## src/logic/xcvr_pkg.sv

```systemverilog
// shared types, constants and helpers for the dual octal registered transceiver
package xcvr_pkg;
   localparam int HALVES = 2;            // independent octal halves
   localparam int DIRS = 2;              // directions per half
   localparam int PATHS = HALVES * DIRS; // storage paths in total
   localparam int BYTE_W = 8;            // width of one bus side
   localparam int DIR_AB = 0;            // a side to b side
   localparam int DIR_BA = 1;            // b side to a side

   typedef logic [BYTE_W-1:0] byte_t;    // one octal bus word

   // control pins of one direction, carried together
   typedef struct packed {
      logic cp;    // direction_capture_clock
      logic ce_n;  // direction_capture_enable_n
      logic oe_n;  // direction_drive_enable_n
   } ctrl_s;

   localparam byte_t DATA_RST = 8'h00;                          // power-up register contents
   localparam ctrl_s CTRL_IDLE = '{cp: 1'b0, ce_n: 1'b1, oe_n: 1'b1}; // inactive controls

   // path number from half and direction
   function automatic logic [1:0] path_idx(input int half, input int dir);
      path_idx = 2'(half * DIRS + dir);
   endfunction : path_idx
endpackage : xcvr_pkg

```

## src/logic/word_buf2.sv

```systemverilog
// two-entry valid/ready buffer between capture and storage
`timescale 1ns/10ps
module word_buf2 #(
   parameter int W = 8
) (
   // clock and reset
   input wire logic i_clk,
   input wire logic i_rst_n,
   // filling side
   input wire logic i_in_valid,
   output logic o_in_ready,
   input wire logic [W-1:0] i_in_data,
   // draining side
   output logic o_out_valid,
   input wire logic i_out_ready,
   output logic [W-1:0] o_out_data
);
   // whole state: two words, a fill count and a ready flag, head in ent0
   typedef struct packed {
      logic [W-1:0] ent0;
      logic [W-1:0] ent1;
      logic [1:0] cnt;
      logic rdy; // a slot is free; kept in a flop so the ready pin leaves a register
   } buf_s;

   // empty after reset, so the filling side may push at once
   localparam buf_s BUF_RST = '{ent0: '0, ent1: '0, cnt: 2'd0, rdy: 1'b1};

   buf_s st_reg; // registered state
   buf_s st_next; // next state
   logic push; // word accepted on the filling side
   logic pop; // word taken on the draining side

   // ready only while a slot is free, so a stalled drain holds the source back
   assign o_in_ready = st_reg.rdy;
   assign o_out_valid = (st_reg.cnt != 2'd0);
   assign o_out_data = st_reg.ent0;
   assign push = i_in_valid && o_in_ready;
   assign pop = o_out_valid && i_out_ready;

   // shift on pop, then write the new word behind whatever remains
   always_comb begin
      st_next = st_reg;
      if (pop) begin
         st_next.ent0 = st_reg.ent1;
      end
      if (push) begin
         if ((st_reg.cnt == 2'd0) || ((st_reg.cnt == 2'd1) && pop)) begin
            st_next.ent0 = i_in_data;
         end else begin
            st_next.ent1 = i_in_data;
         end
      end
      st_next.cnt = 2'(st_reg.cnt + {1'b0, push} - {1'b0, pop});
      st_next.rdy = (st_next.cnt != 2'd2);
   end

   // state register
   always_ff @(posedge i_clk or negedge i_rst_n) begin
      if (!i_rst_n) begin
         st_reg <= BUF_RST;
      end else begin
         st_reg <= st_next;
      end
   end
endmodule : word_buf2

```

## src/logic/dual_octal_xcvr.sv

```systemverilog
// dual octal registered transceiver core, sampled on one system clock
//
// What this block does
// - two halves, each with two 8-bit registers
// - capture on clock rise only while enable low
// - each half-direction has own clock and enable
// - drive stored value only while drive enable low
// - drive enable high leaves destination pins floating
// - b-to-a path mirrors a-to-b path
// - the two direction registers never disturb each other
// - bus-hold variant keeps last level on undriven inputs
`timescale 1ns/10ps
module dual_octal_xcvr import xcvr_pkg::*; #(
   parameter bit BUS_HOLD = 1'b1 // 1: undriven inputs keep their last level
) (
   // clock and reset
   input wire logic i_clk,
   input wire logic i_rst_n,
   // direction controls, index = half*2 + dir (dir 0 a-to-b, 1 b-to-a)
   input wire ctrl_s [PATHS-1:0] i_ctrl,
   // stall of storage update, per path
   input wire logic [PATHS-1:0] i_stall,
   // a_side_io pins, per half
   input wire byte_t [HALVES-1:0] i_a_in,
   output byte_t [HALVES-1:0] o_a_out,
   output logic [HALVES-1:0] o_a_oe_n,
   // b_side_io pins, per half
   input wire byte_t [HALVES-1:0] i_b_in,
   output byte_t [HALVES-1:0] o_b_out,
   output logic [HALVES-1:0] o_b_oe_n,
   // capture buffer has room, per path
   output logic [PATHS-1:0] o_cap_ready
);
   // whole state of the core
   typedef struct packed {
      ctrl_s [PATHS-1:0] sync1; // first control stage, read only by sync2
      ctrl_s [PATHS-1:0] sync2; // settled controls
      logic [PATHS-1:0] prev_cp; // last settled clock level, for edges
      byte_t [HALVES-1:0] a1; // first a-side data stage
      byte_t [HALVES-1:0] a2; // settled a-side data
      byte_t [HALVES-1:0] b1; // first b-side data stage
      byte_t [HALVES-1:0] b2; // settled b-side data
      byte_t [PATHS-1:0] stg; // storage registers, one per path
      byte_t [HALVES-1:0] a_out; // a-side pin output level
      byte_t [HALVES-1:0] b_out; // b-side pin output level
      logic [HALVES-1:0] a_oe_n; // a-side pin enable, low drives
      logic [HALVES-1:0] b_oe_n; // b-side pin enable, low drives
   } core_s;

   localparam core_s CORE_RST = '{
      sync1: {PATHS{CTRL_IDLE}}, sync2: {PATHS{CTRL_IDLE}}, prev_cp: '0,
      a1: '0, a2: '0, b1: '0, b2: '0, stg: {PATHS{DATA_RST}},
      a_out: '0, b_out: '0, a_oe_n: '1, b_oe_n: '1};

   logic rst_meta_n; // reset release, first stage
   logic rst_sync_n; // reset release, used by the whole design
   core_s st_reg; // registered state
   core_s st_next; // next state
   logic [PATHS-1:0] push; // capture event per path
   byte_t [PATHS-1:0] push_data; // word captured per path
   logic [PATHS-1:0] buf_valid; // buffered word waiting per path
   byte_t [PATHS-1:0] buf_data; // oldest buffered word per path
   logic [PATHS-1:0] pop; // storage register loads this cycle

   // reset asserts at once but releases through two flops
   always_ff @(posedge i_clk or negedge i_rst_n) begin
      if (!i_rst_n) begin
         rst_meta_n <= 1'b0;
         rst_sync_n <= 1'b0;
      end else begin
         rst_meta_n <= 1'b1;
         rst_sync_n <= rst_meta_n;
      end
   end

   // capture events: settled clock rising with settled enable low
   always_comb begin
      for (int h = 0; h < HALVES; h++) begin
         push_data[path_idx(h, DIR_AB)] = st_reg.a2[h];
         push_data[path_idx(h, DIR_BA)] = st_reg.b2[h];
      end
      for (int p = 0; p < PATHS; p++) begin
         push[p] = st_reg.sync2[p].cp && !st_reg.prev_cp[p]
                   && !st_reg.sync2[p].ce_n;
      end
   end

   // each path owns its own buffer and storage register
   for (genvar g = 0; g < PATHS; g++) begin : g_path
      word_buf2 #(.W(BYTE_W)) i_word_buf2 (
         .i_clk(i_clk),
         .i_rst_n(rst_sync_n),
         .i_in_valid(push[g]),
         .o_in_ready(o_cap_ready[g]),
         .i_in_data(push_data[g]),
         .o_out_valid(buf_valid[g]),
         .i_out_ready(!i_stall[g]),
         .o_out_data(buf_data[g])
      );
      assign pop[g] = buf_valid[g] && !i_stall[g];
   end

   // next state: synchronise pins, load storage, form pin outputs
   always_comb begin
      st_next = st_reg;
      st_next.sync1 = i_ctrl;
      st_next.sync2 = st_reg.sync1;
      st_next.a1 = i_a_in;
      st_next.a2 = st_reg.a1;
      st_next.b1 = i_b_in;
      st_next.b2 = st_reg.b1;
      for (int p = 0; p < PATHS; p++) begin
         st_next.prev_cp[p] = st_reg.sync2[p].cp;
         // only this path's own register changes; otherwise it holds
         if (pop[p]) begin
            st_next.stg[p] = buf_data[p];
         end
      end
      for (int h = 0; h < HALVES; h++) begin
         // b side follows the a-to-b register and its drive enable
         st_next.b_oe_n[h] = st_reg.sync2[path_idx(h, DIR_AB)].oe_n;
         if (!st_reg.sync2[path_idx(h, DIR_AB)].oe_n) begin
            st_next.b_out[h] = st_reg.stg[path_idx(h, DIR_AB)];
         end else begin
            // keeper level only; enable stays high so the pin floats
            st_next.b_out[h] = BUS_HOLD ? st_reg.b2[h] : DATA_RST;
         end
         // a side mirrors it with the b-to-a register
         st_next.a_oe_n[h] = st_reg.sync2[path_idx(h, DIR_BA)].oe_n;
         if (!st_reg.sync2[path_idx(h, DIR_BA)].oe_n) begin
            st_next.a_out[h] = st_reg.stg[path_idx(h, DIR_BA)];
         end else begin
            st_next.a_out[h] = BUS_HOLD ? st_reg.a2[h] : DATA_RST;
         end
      end
   end

   // state register; reset clears storage and floats every pin
   always_ff @(posedge i_clk or negedge rst_sync_n) begin
      if (!rst_sync_n) begin
         st_reg <= CORE_RST;
      end else begin
         st_reg <= st_next;
      end
   end

   // pin outputs straight from the state flops
   assign o_a_out = st_reg.a_out;
   assign o_a_oe_n = st_reg.a_oe_n;
   assign o_b_out = st_reg.b_out;
   assign o_b_oe_n = st_reg.b_oe_n;

   // checks that span paths and cycles
   for (genvar g = 0; g < PATHS; g++) begin : g_chk
      property p_no_overflow;
         @(posedge i_clk) disable iff (!rst_sync_n) push[g] |-> o_cap_ready[g];
      endproperty
      a_no_overflow: assert property (p_no_overflow)
         else $error("capture arrived with buffer full");
      property p_capture;
         @(posedge i_clk) disable iff (!rst_sync_n)
            (push[g] && !buf_valid[g] && !i_stall[g]) ##1 !i_stall[g]
            |-> ##1 st_reg.stg[g] == $past(push_data[g], 2);
      endproperty
      a_capture: assert property (p_capture)
         else $error("captured word did not reach storage in two cycles");
      property p_own_edge;
         @(posedge i_clk) disable iff (!rst_sync_n)
            push[g] |-> $rose(st_reg.sync2[g].cp) && !st_reg.sync2[g].ce_n;
      endproperty
      a_own_edge: assert property (p_own_edge)
         else $error("capture without own clock edge and enable");
      property p_hold;
         @(posedge i_clk) disable iff (!rst_sync_n) !pop[g] |=> $stable(st_reg.stg[g]);
      endproperty
      a_hold: assert property (p_hold)
         else $error("storage changed without its own load");
   end

   for (genvar h = 0; h < HALVES; h++) begin : g_pin
      property p_drive_b;
         @(posedge i_clk) disable iff (!rst_sync_n)
            !st_reg.sync2[2*h].oe_n
            |=> !o_b_oe_n[h] && o_b_out[h] == $past(st_reg.stg[2*h]);
      endproperty
      a_drive_b: assert property (p_drive_b)
         else $error("b side not driven with stored word");
      property p_float_b;
         @(posedge i_clk) disable iff (!rst_sync_n)
            st_reg.sync2[2*h].oe_n |=> o_b_oe_n[h];
      endproperty
      a_float_b: assert property (p_float_b)
         else $error("b side driven while disabled");
      property p_drive_a;
         @(posedge i_clk) disable iff (!rst_sync_n)
            !st_reg.sync2[2*h+1].oe_n
            |=> !o_a_oe_n[h] && o_a_out[h] == $past(st_reg.stg[2*h+1]);
      endproperty
      a_drive_a: assert property (p_drive_a)
         else $error("a side not driven with stored word");
      property p_keep_a;
         @(posedge i_clk) disable iff (!rst_sync_n)
            (BUS_HOLD && st_reg.sync2[2*h+1].oe_n) |=> o_a_out[h] == $past(st_reg.a2[h]);
      endproperty
      a_keep_a: assert property (p_keep_a)
         else $error("keeper level does not follow last a-side level");
   end

   property p_power_up;
      @(posedge i_clk) disable iff (!rst_sync_n)
         $rose(rst_sync_n) |-> (&o_a_oe_n) && (&o_b_oe_n) && st_reg.stg == '0;
   endproperty
   a_power_up: assert property (p_power_up)
      else $error("not cleared and floating after reset");

   // main scenarios
   c_stalled_capture: cover property (@(posedge i_clk) disable iff (!rst_sync_n)
      push[0] && i_stall[0]);
   c_drive_b: cover property (@(posedge i_clk) disable iff (!rst_sync_n)
      pop[0] ##[1:8] !o_b_oe_n[0]);
   c_drive_a: cover property (@(posedge i_clk) disable iff (!rst_sync_n)
      pop[3] ##[1:8] !o_a_oe_n[1]);
   c_full: cover property (@(posedge i_clk) disable iff (!rst_sync_n) !o_cap_ready[0]);
endmodule : dual_octal_xcvr

```

## config.mk

```make
export PLATFORM = sky130hd
export DESIGN_NAME = dual_octal_xcvr
export DESIGN_NICKNAME = d
export VERILOG_FILES = /design/src/logic/xcvr_pkg.sv /design/src/logic/word_buf2.sv /design/src/logic/dual_octal_xcvr.sv
export SDC_FILE = /design/constraint.sdc
export NUM_CORES = 1
export LEC_CHECK = 0
export ABC_AREA = 1
export BUFFER_PORTS_ARGS = -buffer_cell sky130_fd_sc_hd__buf_2
export CAP_MARGIN = 30
export CORE_UTILIZATION = 58
export CTS_CLUSTER_SIZE = 24
export DETAILED_ROUTE_END_ITERATION = 8
export GPL_ROUTABILITY_DRIVEN = 0
export PLACE_DENSITY = 0.86
export SLEW_MARGIN = 10
export SYNTH_ARGS = -nofsm -noshare
export SYNTH_HDL_FRONTEND = slang
export SYNTH_SLANG_ARGS = --single-unit
```

## constraint.sdc

```tcl
create_clock -name i_clk -period 7.7 [get_ports i_clk]
set_input_delay 0.77 -clock i_clk [delete_from_list [all_inputs] [get_ports i_clk]]
set_output_delay 0.77 -clock i_clk [all_outputs]
set_load 0.01 [all_outputs]
```

* Word-level counts from Yosys, hierarchy flattened *
Index checks and enable logic that the tools add are counted.

storage, ports and cells
  input port bits = 50
  output and inout port bits = 40
  flip-flop bits (word level) = 238

operators by class
  add/sub/neg operators = 8
  bitwise logic cells = 4
  reduce and logical (&&, ||, !) cells = 48
  multiplexer cells = 20
  eq/ne operators = 8

operator list
  cell                  number
  $mux W8               16
  $mux W16              4
  $logic_and A1 B1 Y1   20
  $logic_not A1 Y1      12
  $add A2 B1 Y2         4
  $eq A2 B1 Y1 const B  4
  $logic_not A2 Y1      4
  $ne A2 B2 Y1 const B  4
  $reduce_and A2 Y1     4
  $reduce_bool A2 Y1    4
  $sub A2 B1 Y2         4
  $logic_or A1 B1 Y1    4
  $not A1 Y1            4

* Logic depth before layout (Yosys ltp) *
Gate-level depths: netlist of run 1.

  word-level depth = 7
  mapped depth = 12

* By module *
Synthesis of run 1 repeated with hierarchy kept, for this count alone.

unflattened totals
  cell total of the unflattened synthesis = 967
  area, all modules = 9703.1 µm²

modules (own cells, without submodules)
  module           times used  cells each  area each (µm²)
  dual_octal_xcvr  1           411         5318.9
  word_buf2        4           139         1096.1

* Least setup slack after synthesis of run 1 *
No wires, ideal clock.

  path type = input to register
  from = input i_stall[1]
  to = register g_path[1].i_word_buf2.st_reg[2] (netlist bit)
  slack = 5.889 ns
  stages = 9
  data required time = 7.581 ns
  setup time = 0.119 ns
  arrival time = 1.692 ns
  path through = inv_2 nand2_4 buf_6 inv_1 ha_1 inv_1 nand3_1 nand2_1 and2_1

RTL lines
  element                 RTL line               RTL
  start: declaration      dual_octal_xcvr.sv:22  input wire logic [PATHS-1:0] i_stall,
  end signal: assignment  word_buf2.sv:63        st_reg <= st_next;
  end: declaration        word_buf2.sv:29        buf_s st_reg;

==> flow_summary.rst, run 1 <==
.. list-table::
   :header-rows: 1

   * - Metric
     - Value
   * - Result of the run
     - finished clean
   * - Worst VDD drop
     - ~0.27 mV
   * - Detailed-placement wirelength estimate
     - 11.1 mm
   * - Number of antenna violations at the first check in global routing
     - 0
   * - Critical path arrival
     - ~2500 ps
   * - Net count, final
     - between 900 and 1k
   * - Clk sinks
     - approximately 240
   * - Count of maximum capacitance violations
     - 0
   * - End-of-flow core utilization
     - between 60% and 70%
   * - Placed Cells incl. Taps
     - between 1k and 1.5k
   * - Final clock period utilization by the worst path
     - between 20% and 30%
   * - Proportion of layout cells with a drive suffix above 1
     - about a quarter
   * - Wire per inst
     - 14.6 µm
   * - Die Ht
     - 127 µm
   * - Launching element type of the critical path
     - flop
   * - Cell area after layout
     - between 0.01 and 0.015 mm²
   * - Measured slew at the worst slew-check pin
     - approximately 730 ps
   * - Via-to-Cell Ratio
     - 4.95
   * - Post-synth EDFFs
     - 0
   * - Vias in the first global route
     - approximately 5.7k
   * - Post-synthesis instance area
     - around 0.0091 mm²
   * - Setup Buffers After CTS
     - 0
   * - Distinct cell type count of the synthesized netlist
     - 24
   * - Hold-fix buffers, CTS
     - 0
   * - Clk buf depth
     - 3
   * - Pin count of the biggest net entering global routing
     - 83
   * - Initial DRC Count
     - approximately 380
   * - Post-Synthesis Net Count
     - 887
   * - Cell at the root of the clock tree
     - clkbuf_16
   * - Overall overflow remaining after global route
     - 0
   * - Width of the die
     - 127 µm
   * - Count of H-tree levels built during CTS
     - 1
   * - Capturing element type of the critical path
     - flop
   * - Fillers
     - 1131
   * - DRC viols
     - 0
   * - First-pass GRT wire length
     - about 28 mm
   * - Area occupied by multi-input gates
     - between 0.002 and 0.0025 mm²
   * - Total core area
     - between 0.015 and 0.02 mm²
   * - Unrepaired setup endpoints after global routing
     - no
   * - Part of the power in the clock network
     - 29.8%
   * - Total number of vias
     - 5559
   * - Worst endpoint required time
     - around 8100 ps
   * - Num CTS Buffers
     - 24
   * - Post-route clock skew
     - around 8.4 ps
   * - Register bit total from synthesis
     - 238
   * - Detailed Route WL
     - about 16 mm
   * - TritonCTS clock tree
     - done
   * - Predominant post-synthesis flop cell
     - dfrtp_1
   * - Register area share after synthesis
     - 65.9%
   * - Share of Yosys cell area claimed by the top area cell type
     - roughly three fifths
   * - Final count of pins violating max slew
     - 0
   * - Share of async-settable or async-resettable flops after synthesis
     - 100%
   * - Maximum fanout encountered on the critical timing path
     - 21
   * - Register area
     - 0.00599 mm²
   * - Switching pwr
     - roughly 1200 µW
   * - Die area
     - approximately 0.016 mm²
   * - Count of placed standard cells in the final layout, fillers left out
     - around 1.1k
   * - HP Class
     - primary input to asynchronous set/reset pin
   * - Net switching fraction of the power
     - between 30% and 40%
   * - Number of buffer cells added on primary ports
     - 89
   * - Most frequent cells after synthesis
     - nand2_1, dfrtp_1, nand3_1
   * - Final number of hold-violating endpoints
     - 0
   * - Top-count cell post-synth
     - nand2_1
   * - Clock slew at reported path FFs
     - about 60 ps
   * - Number of nets with antenna violations after routing
     - 0
   * - Antenna diode instance count
     - 0
   * - Mean post-synth cell area
     - 10.9 µm²
   * - Combinational share of power
     - between 20% and 30%
   * - Share of power burned in registers
     - between 40% and 50%
   * - Sum of negative setup slack
     - 0 ps
   * - Signed area change from the synthesized netlist to the final layout
     - 12.2%
   * - Mapped Cells
     - about 830
   * - Resized cells post-CTS
     - 0
   * - Number of synthesis warnings
     - 0
   * - P per Cell Area
     - between 300 and 400 mW/mm²
   * - Number of standard-cell rows in the floorplan
     - 45
   * - Max reg flops
     - 52
   * - Leak Pwr
     - approximately 0.0052 µW
   * - Setup Viol. Count Final
     - 0
   * - Time the final worst path needs with I/O delays and setup
     - around 2100 ps
   * - Classification of the worst setup path
     - flop to flop
   * - Library cell with the largest summed area after synthesis
     - dfrtp_1
   * - Rel. slew slack
     - 51.5%
   * - Placement-stage cell area
     - between 0.009 and 0.01 mm²
   * - Number of ports placed on the die boundary
     - 90
   * - Cell types with the largest area share after synthesis
     - dfrtp_1, nand2_1, dfstp_2
   * - Total global-route track usage
     - between 20% and 30%
   * - Int Pwr
     - about 2600 µW
   * - Max Freq
     - around 470 MHz
   * - Source-to-sink clock delay at the later pin of the worst-skew pair
     - between 500 and 600 ps
   * - Initial core utilization
     - 59.5%
   * - Drt first pass iters
     - 5
-- layout make-up --
class | count | share of cell area [%]
repair buffers | 94 | 5.11
inverters | 80 | 2.95
clock inverters | 6 | 0.785
well taps | 211 | 2.59
clock buffers | 38 | 6.91
multi-input cells | 457 | 22.9
flip-flops and latches | 238 | 58.8
-- final timing paths --
check / start / to / slack, ps / cells past startpoint
setup reg to reg: g_path[2].i_word_buf2.st_reg[1] / g_path[2].i_word_buf2.st_reg[2] / 5590 / 8
hold / removal: i_rst_n / rst_sync_n / 40 / 1
min in group i_clk: st_next[76] / push_data[24] / 340 / 0
hold reg to reg: rst_sync_n / push_data[28] / 300 / 0
setup / recovery: g_path[2].i_word_buf2.st_reg[1] / g_path[2].i_word_buf2.st_reg[2] / 5590 / 8
max in group asynchronous: rst_sync_n / g_path[0].i_word_buf2.o_in_ready / 5980 / 3
-- layer usage --
| metal | wire (µm) | share of wire (%) | GRT usage, % | up-vias |
|---|---|---|---|---|
| met4 | 294 | 1.8 | 6.37 | 0 |
| li1 | - | - | - | 2699 |
| met2 | 7780 | 47 | 35.3 | 140 |
| met1 | 7390 | 45 | 30.9 | 2698 |
| met3 | 938 | 5.7 | 4.44 | 22 |
| met5 | 0 | 0 | 0 | - |
-- stage by stage --
step	hold WS, ps	total power, µW	worst slack, ps
2_1_floorplan	331	2530	618
3_3_place_gp	331	2640	5450
3_5_place_dp	335	2700	5370
4_1_cts	20.3	3870	5550
5_1_grt	11.6	4100	5400
6_report	37.5	3840	5590
-- critical path, stage by stage, from the launching register on --
cell and delay, ps:
dfrtp_1 410, o21ai_2 600, inv_1 260, ha_1 290
inv_1 50, nand2_1 40, nand2_1 90, nand3_1 90
and2_1 180
-- cell families after synthesis --
group	after synthesis	synth area share, %
compound gates	47	3.04
fa+ha+maj	4	0.551
buf+inv	138	8.38
flops	238	65.9
mux	24	2.98
other cells	1	0.0413
simple gates	381	19.1
-- placed cells by master, fill, tap and decap left out, drive strengths merged --
master,count
a21oi,4
and2,4
buf,94
bufinv,2
clkbuf,38
clkinv,4
conb,1
dfrtp,214
dfstp,24
ha,4
inv,80
mux2,24
nand2,265
nand3,76
nand3b,24
nor2,12
o21ai,43
-- power by group through the flow --
stage          Combinational, µW  Sequential (µW)  Clock [µW]
2_1_floorplan                769             1760           0
3_3_place_gp                 830             1810           0
3_5_place_dp                 876             1830           0
4_1_cts                      890             1810        1170
5_1_grt                     1030             1840        1230
6_report                     890             1810        1140
(Power assumes the default switching activity.)
==> run 2, diff against run 1 <==
ABC_AREA = 0   (was 1)
CORE_UTILIZATION = 52   (was 58)
PLACE_DENSITY = 0.83   (was 0.86)
clock period = 1.8 ns   (was 7.7 ns; I/O delays follow)
==> flow_summary.rst, run 2 <==
.. list-table::
   :header-rows: 1

   * - Metric
     - Value
   * - Post-Synthesis Net Count
     - roughly 560
   * - Vias in the first global route
     - approximately 4.9k
   * - Distinct cell type count of the synthesized netlist
     - 24
   * - Clk sinks
     - 238
   * - Num CTS Buffers
     - 24
   * - TritonCTS clock tree
     - done
   * - Final count of pins violating max slew
     - 0
   * - Count of maximum capacitance violations
     - 0
   * - Classification of the worst setup path
     - flop to flop
   * - Cell at the root of the clock tree
     - clkbuf_16
   * - Number of antenna violations at the first check in global routing
     - 0
   * - Time the final worst path needs with I/O delays and setup
     - between 1500 and 2000 ps
   * - Detailed Route WL
     - roughly 15 mm
   * - Top library cells by usage in the layout, fill and taps aside
     - dfrtp_1, mux2_2, buf_2
   * - Most frequent cells after synthesis
     - dfrtp_1, mux2_2, buf_4
   * - Largest family of logic cells by synthesized area
     - multiplexers
   * - Register bit total from synthesis
     - between 200 and 250
   * - Cell-by-cell trace of the critical path
     - nand4bb_1 -> nand2b_1 -> mux2_2
   * - Launch point of the critical path
     - st_reg[137]
   * - Cell types with the largest area share after synthesis
     - dfrtp_1, mux2_2, dfstp_2
   * - Placed Cells incl. Taps
     - approximately 780
   * - Overall power after layout
     - ~17000 µW
   * - P per Cell Area
     - approximately 1600 mW/mm²
   * - Overall overflow remaining after global route
     - 0
   * - Maximum fanout encountered on the critical timing path
     - 8
   * - Pin count of the biggest net entering global routing
     - 41
   * - Resized cells post-CTS
     - 0
   * - XOR/XNOR share of the synthesized area
     - roughly 1%
   * - Hold Startpoint
     - i_stall[2]
   * - Wire per inst
     - between 15 and 20 µm
   * - Initial DRC Count
     - ~150
   * - Width of the die
     - roughly 130 µm
   * - Share of async-settable or async-resettable flops after synthesis
     - 100%
   * - Die Ht
     - approximately 130 µm
   * - Predominant post-synthesis flop cell
     - dfrtp_1
   * - Post-synthesis instance area
     - about 0.0086 mm²
   * - Total global-route track usage
     - between 10% and 20%
   * - Initial core utilization
     - 53.9%
   * - Unrepaired setup endpoints after global routing
     - no
   * - Critical path arrival
     - roughly 2100 ps
   * - Post-synth EDFFs
     - 0
   * - Post-route clock skew
     - roughly 16 ps
   * - Count of placed standard cells in the final layout, fillers left out
     - 871
   * - Mapped Cells
     - 509
   * - Proportion of layout cells with a drive suffix above 1
     - 52.5%
   * - End-of-flow core utilization
     - between 60% and 70%
   * - Reg-to-reg critical path startpoint
     - st_reg[137]
   * - Library cell with the largest summed area after synthesis
     - dfrtp_1
   * - Clk buf depth
     - 3
   * - Share of the synthesized area in compound gates (AO/OA/AOI/OAI)
     - under 10%
   * - Final clock period utilization by the worst path
     - 93.3%
   * - Signed area change from the synthesized netlist to the final layout
     - 22.7%
   * - Antenna diode instance count
     - 0
   * - First-pass GRT wire length
     - approximately 24 mm
   * - Crit path max-delay cell type
     - dfstp_2
   * - Total core area
     - roughly 0.016 mm²
   * - Clock slew at reported path FFs
     - roughly 60 ps
   * - Share of cell area taken by muxes after synthesis
     - 21.3%
   * - Number of buffer cells added on primary ports
     - 89
   * - Number of synthesis warnings
     - 0
   * - Max reg flops
     - 52
   * - Worst endpoint required time
     - ~2200 ps
   * - Source-to-sink clock delay at the later pin of the worst-skew pair
     - roughly 520 ps
   * - Drt first pass iters
     - 4
   * - Top-count cell post-synth
     - dfrtp_1
   * - Number of standard-cell rows in the floorplan
     - 46
   * - Fillers
     - about 1.1k
   * - Share of Yosys cell area claimed by the top area cell type
     - between 60 and 70%
   * - Max Freq
     - approximately 600 MHz
   * - Worst VDD drop
     - roughly 0.86 mV
   * - Simple-gate share of the synthesized area
     - between 1.5 and 2%
   * - Capturing element type of the critical path
     - flop
   * - Mean post-synth cell area
     - around 17 µm²
   * - Detailed-placement wirelength estimate
     - between 9 and 10 mm
   * - Stage delay of the slowest cell on the critical path
     - 520 ps
   * - Most common cell after layout, fill and taps aside
     - dfrtp_1
   * - Number of ports placed on the die boundary
     - 90
   * - Number of nets with antenna violations after routing
     - 0
   * - Leak Pwr
     - roughly 0.0048 µW
   * - Die area
     - 0.0172 mm²
   * - HP Class
     - primary input to flop
   * - Result of the run
     - finished clean
   * - Net count, final
     - roughly 690
   * - Adder-cell share of the synthesized area
     - less than 1%
   * - Setup Viol. Count Final
     - 0
   * - Count of H-tree levels built during CTS
     - 1
   * - DRC viols
     - 0
   * - Final number of hold-violating endpoints
     - 0
   * - Via-to-Cell Ratio
     - a little under 5
   * - Launching element type of the critical path
     - flop
   * - Total number of vias
     - between 4k and 5k
   * - Register area share after synthesis
     - about 69%
   * - Sum of negative setup slack
     - 0 ps
==> run 2: final timing paths <==
path	end	slack, ps	cells after the start
setup reg to reg	g_path[0].i_word_buf2.o_out_data[1]	120	3
max in group asynchronous	st_next[2]	810	1
hold / removal	st_reg[54]	230	4
setup / recovery	g_path[0].i_word_buf2.o_out_data[1]	120	3
hold reg to reg	st_reg[44]	300	0
min in group asynchronous	st_reg[44]	300	0
==> run 2: final cells by class <==
class                           count  area (µm²)  area share (%)
Clock inverter                     12         224            2.11
Inverter                            8        30.0           0.283
Clock buffer                       32         701            6.60
Multi-Input combinational cell    213        2260            21.3
Tap cell                          216         270            2.55
Timing Repair Buffer              152        1130            10.7
Sequential cell                   238        5990            56.5
==> run 2: routing by layer <==
metal	share of wire [%]	vias to the layer above	GRT usage (%)
met5	0	-	0
met3	3.9	28	3.66
met2	52	89	33.4
li1	-	1961	-
met4	2.3	0	5.61
met1	41	2252	23.3
==> run 2: logic make-up after synthesis <==
logic type / count (synthesis)
xor gates and xnor gates: 10
other: 1
adders and majority gates: 4
AOI/OAI and AO/OA: 10
muxes: 162
DFF: 238
buffers and inverters: 58
and+or+nand+nor: 26
==> run 2: metrics by stage <==
stage | hold slack [ps] | instance area [µm²] | worst slack, ps
finish | 231 | 10600 | 120
global route | 234 | 10600 | 76.0
CTS | 211 | 10600 | 88.4
detailed placement | -33.0 | 9230 | 125
global placement | -34.7 | 9230 | 229
floorplan | -116 | 8650 | -587
==> run 2: what timing repair did <==
action	CTS	global route
setup buffers	0	0
endpoints found under the setup margin	0	0
hold buffers	46	0
endpoints found under the hold margin	46	0
==> run 2: report_power, final <==
part           leakage, µW  internal (µW)  switching (µW)
combinational      0.00155           2350            1450
clock             0.000455           3600            2040
sequential         0.00279           6960             900
==> run 2: worst max-delay path, delay by kind of cell, from the launching register on <==
family           cells  cell delay [ps]
flip-flops           1              520
multiplexers         1              390
AND/OR/NAND/NOR      2              650
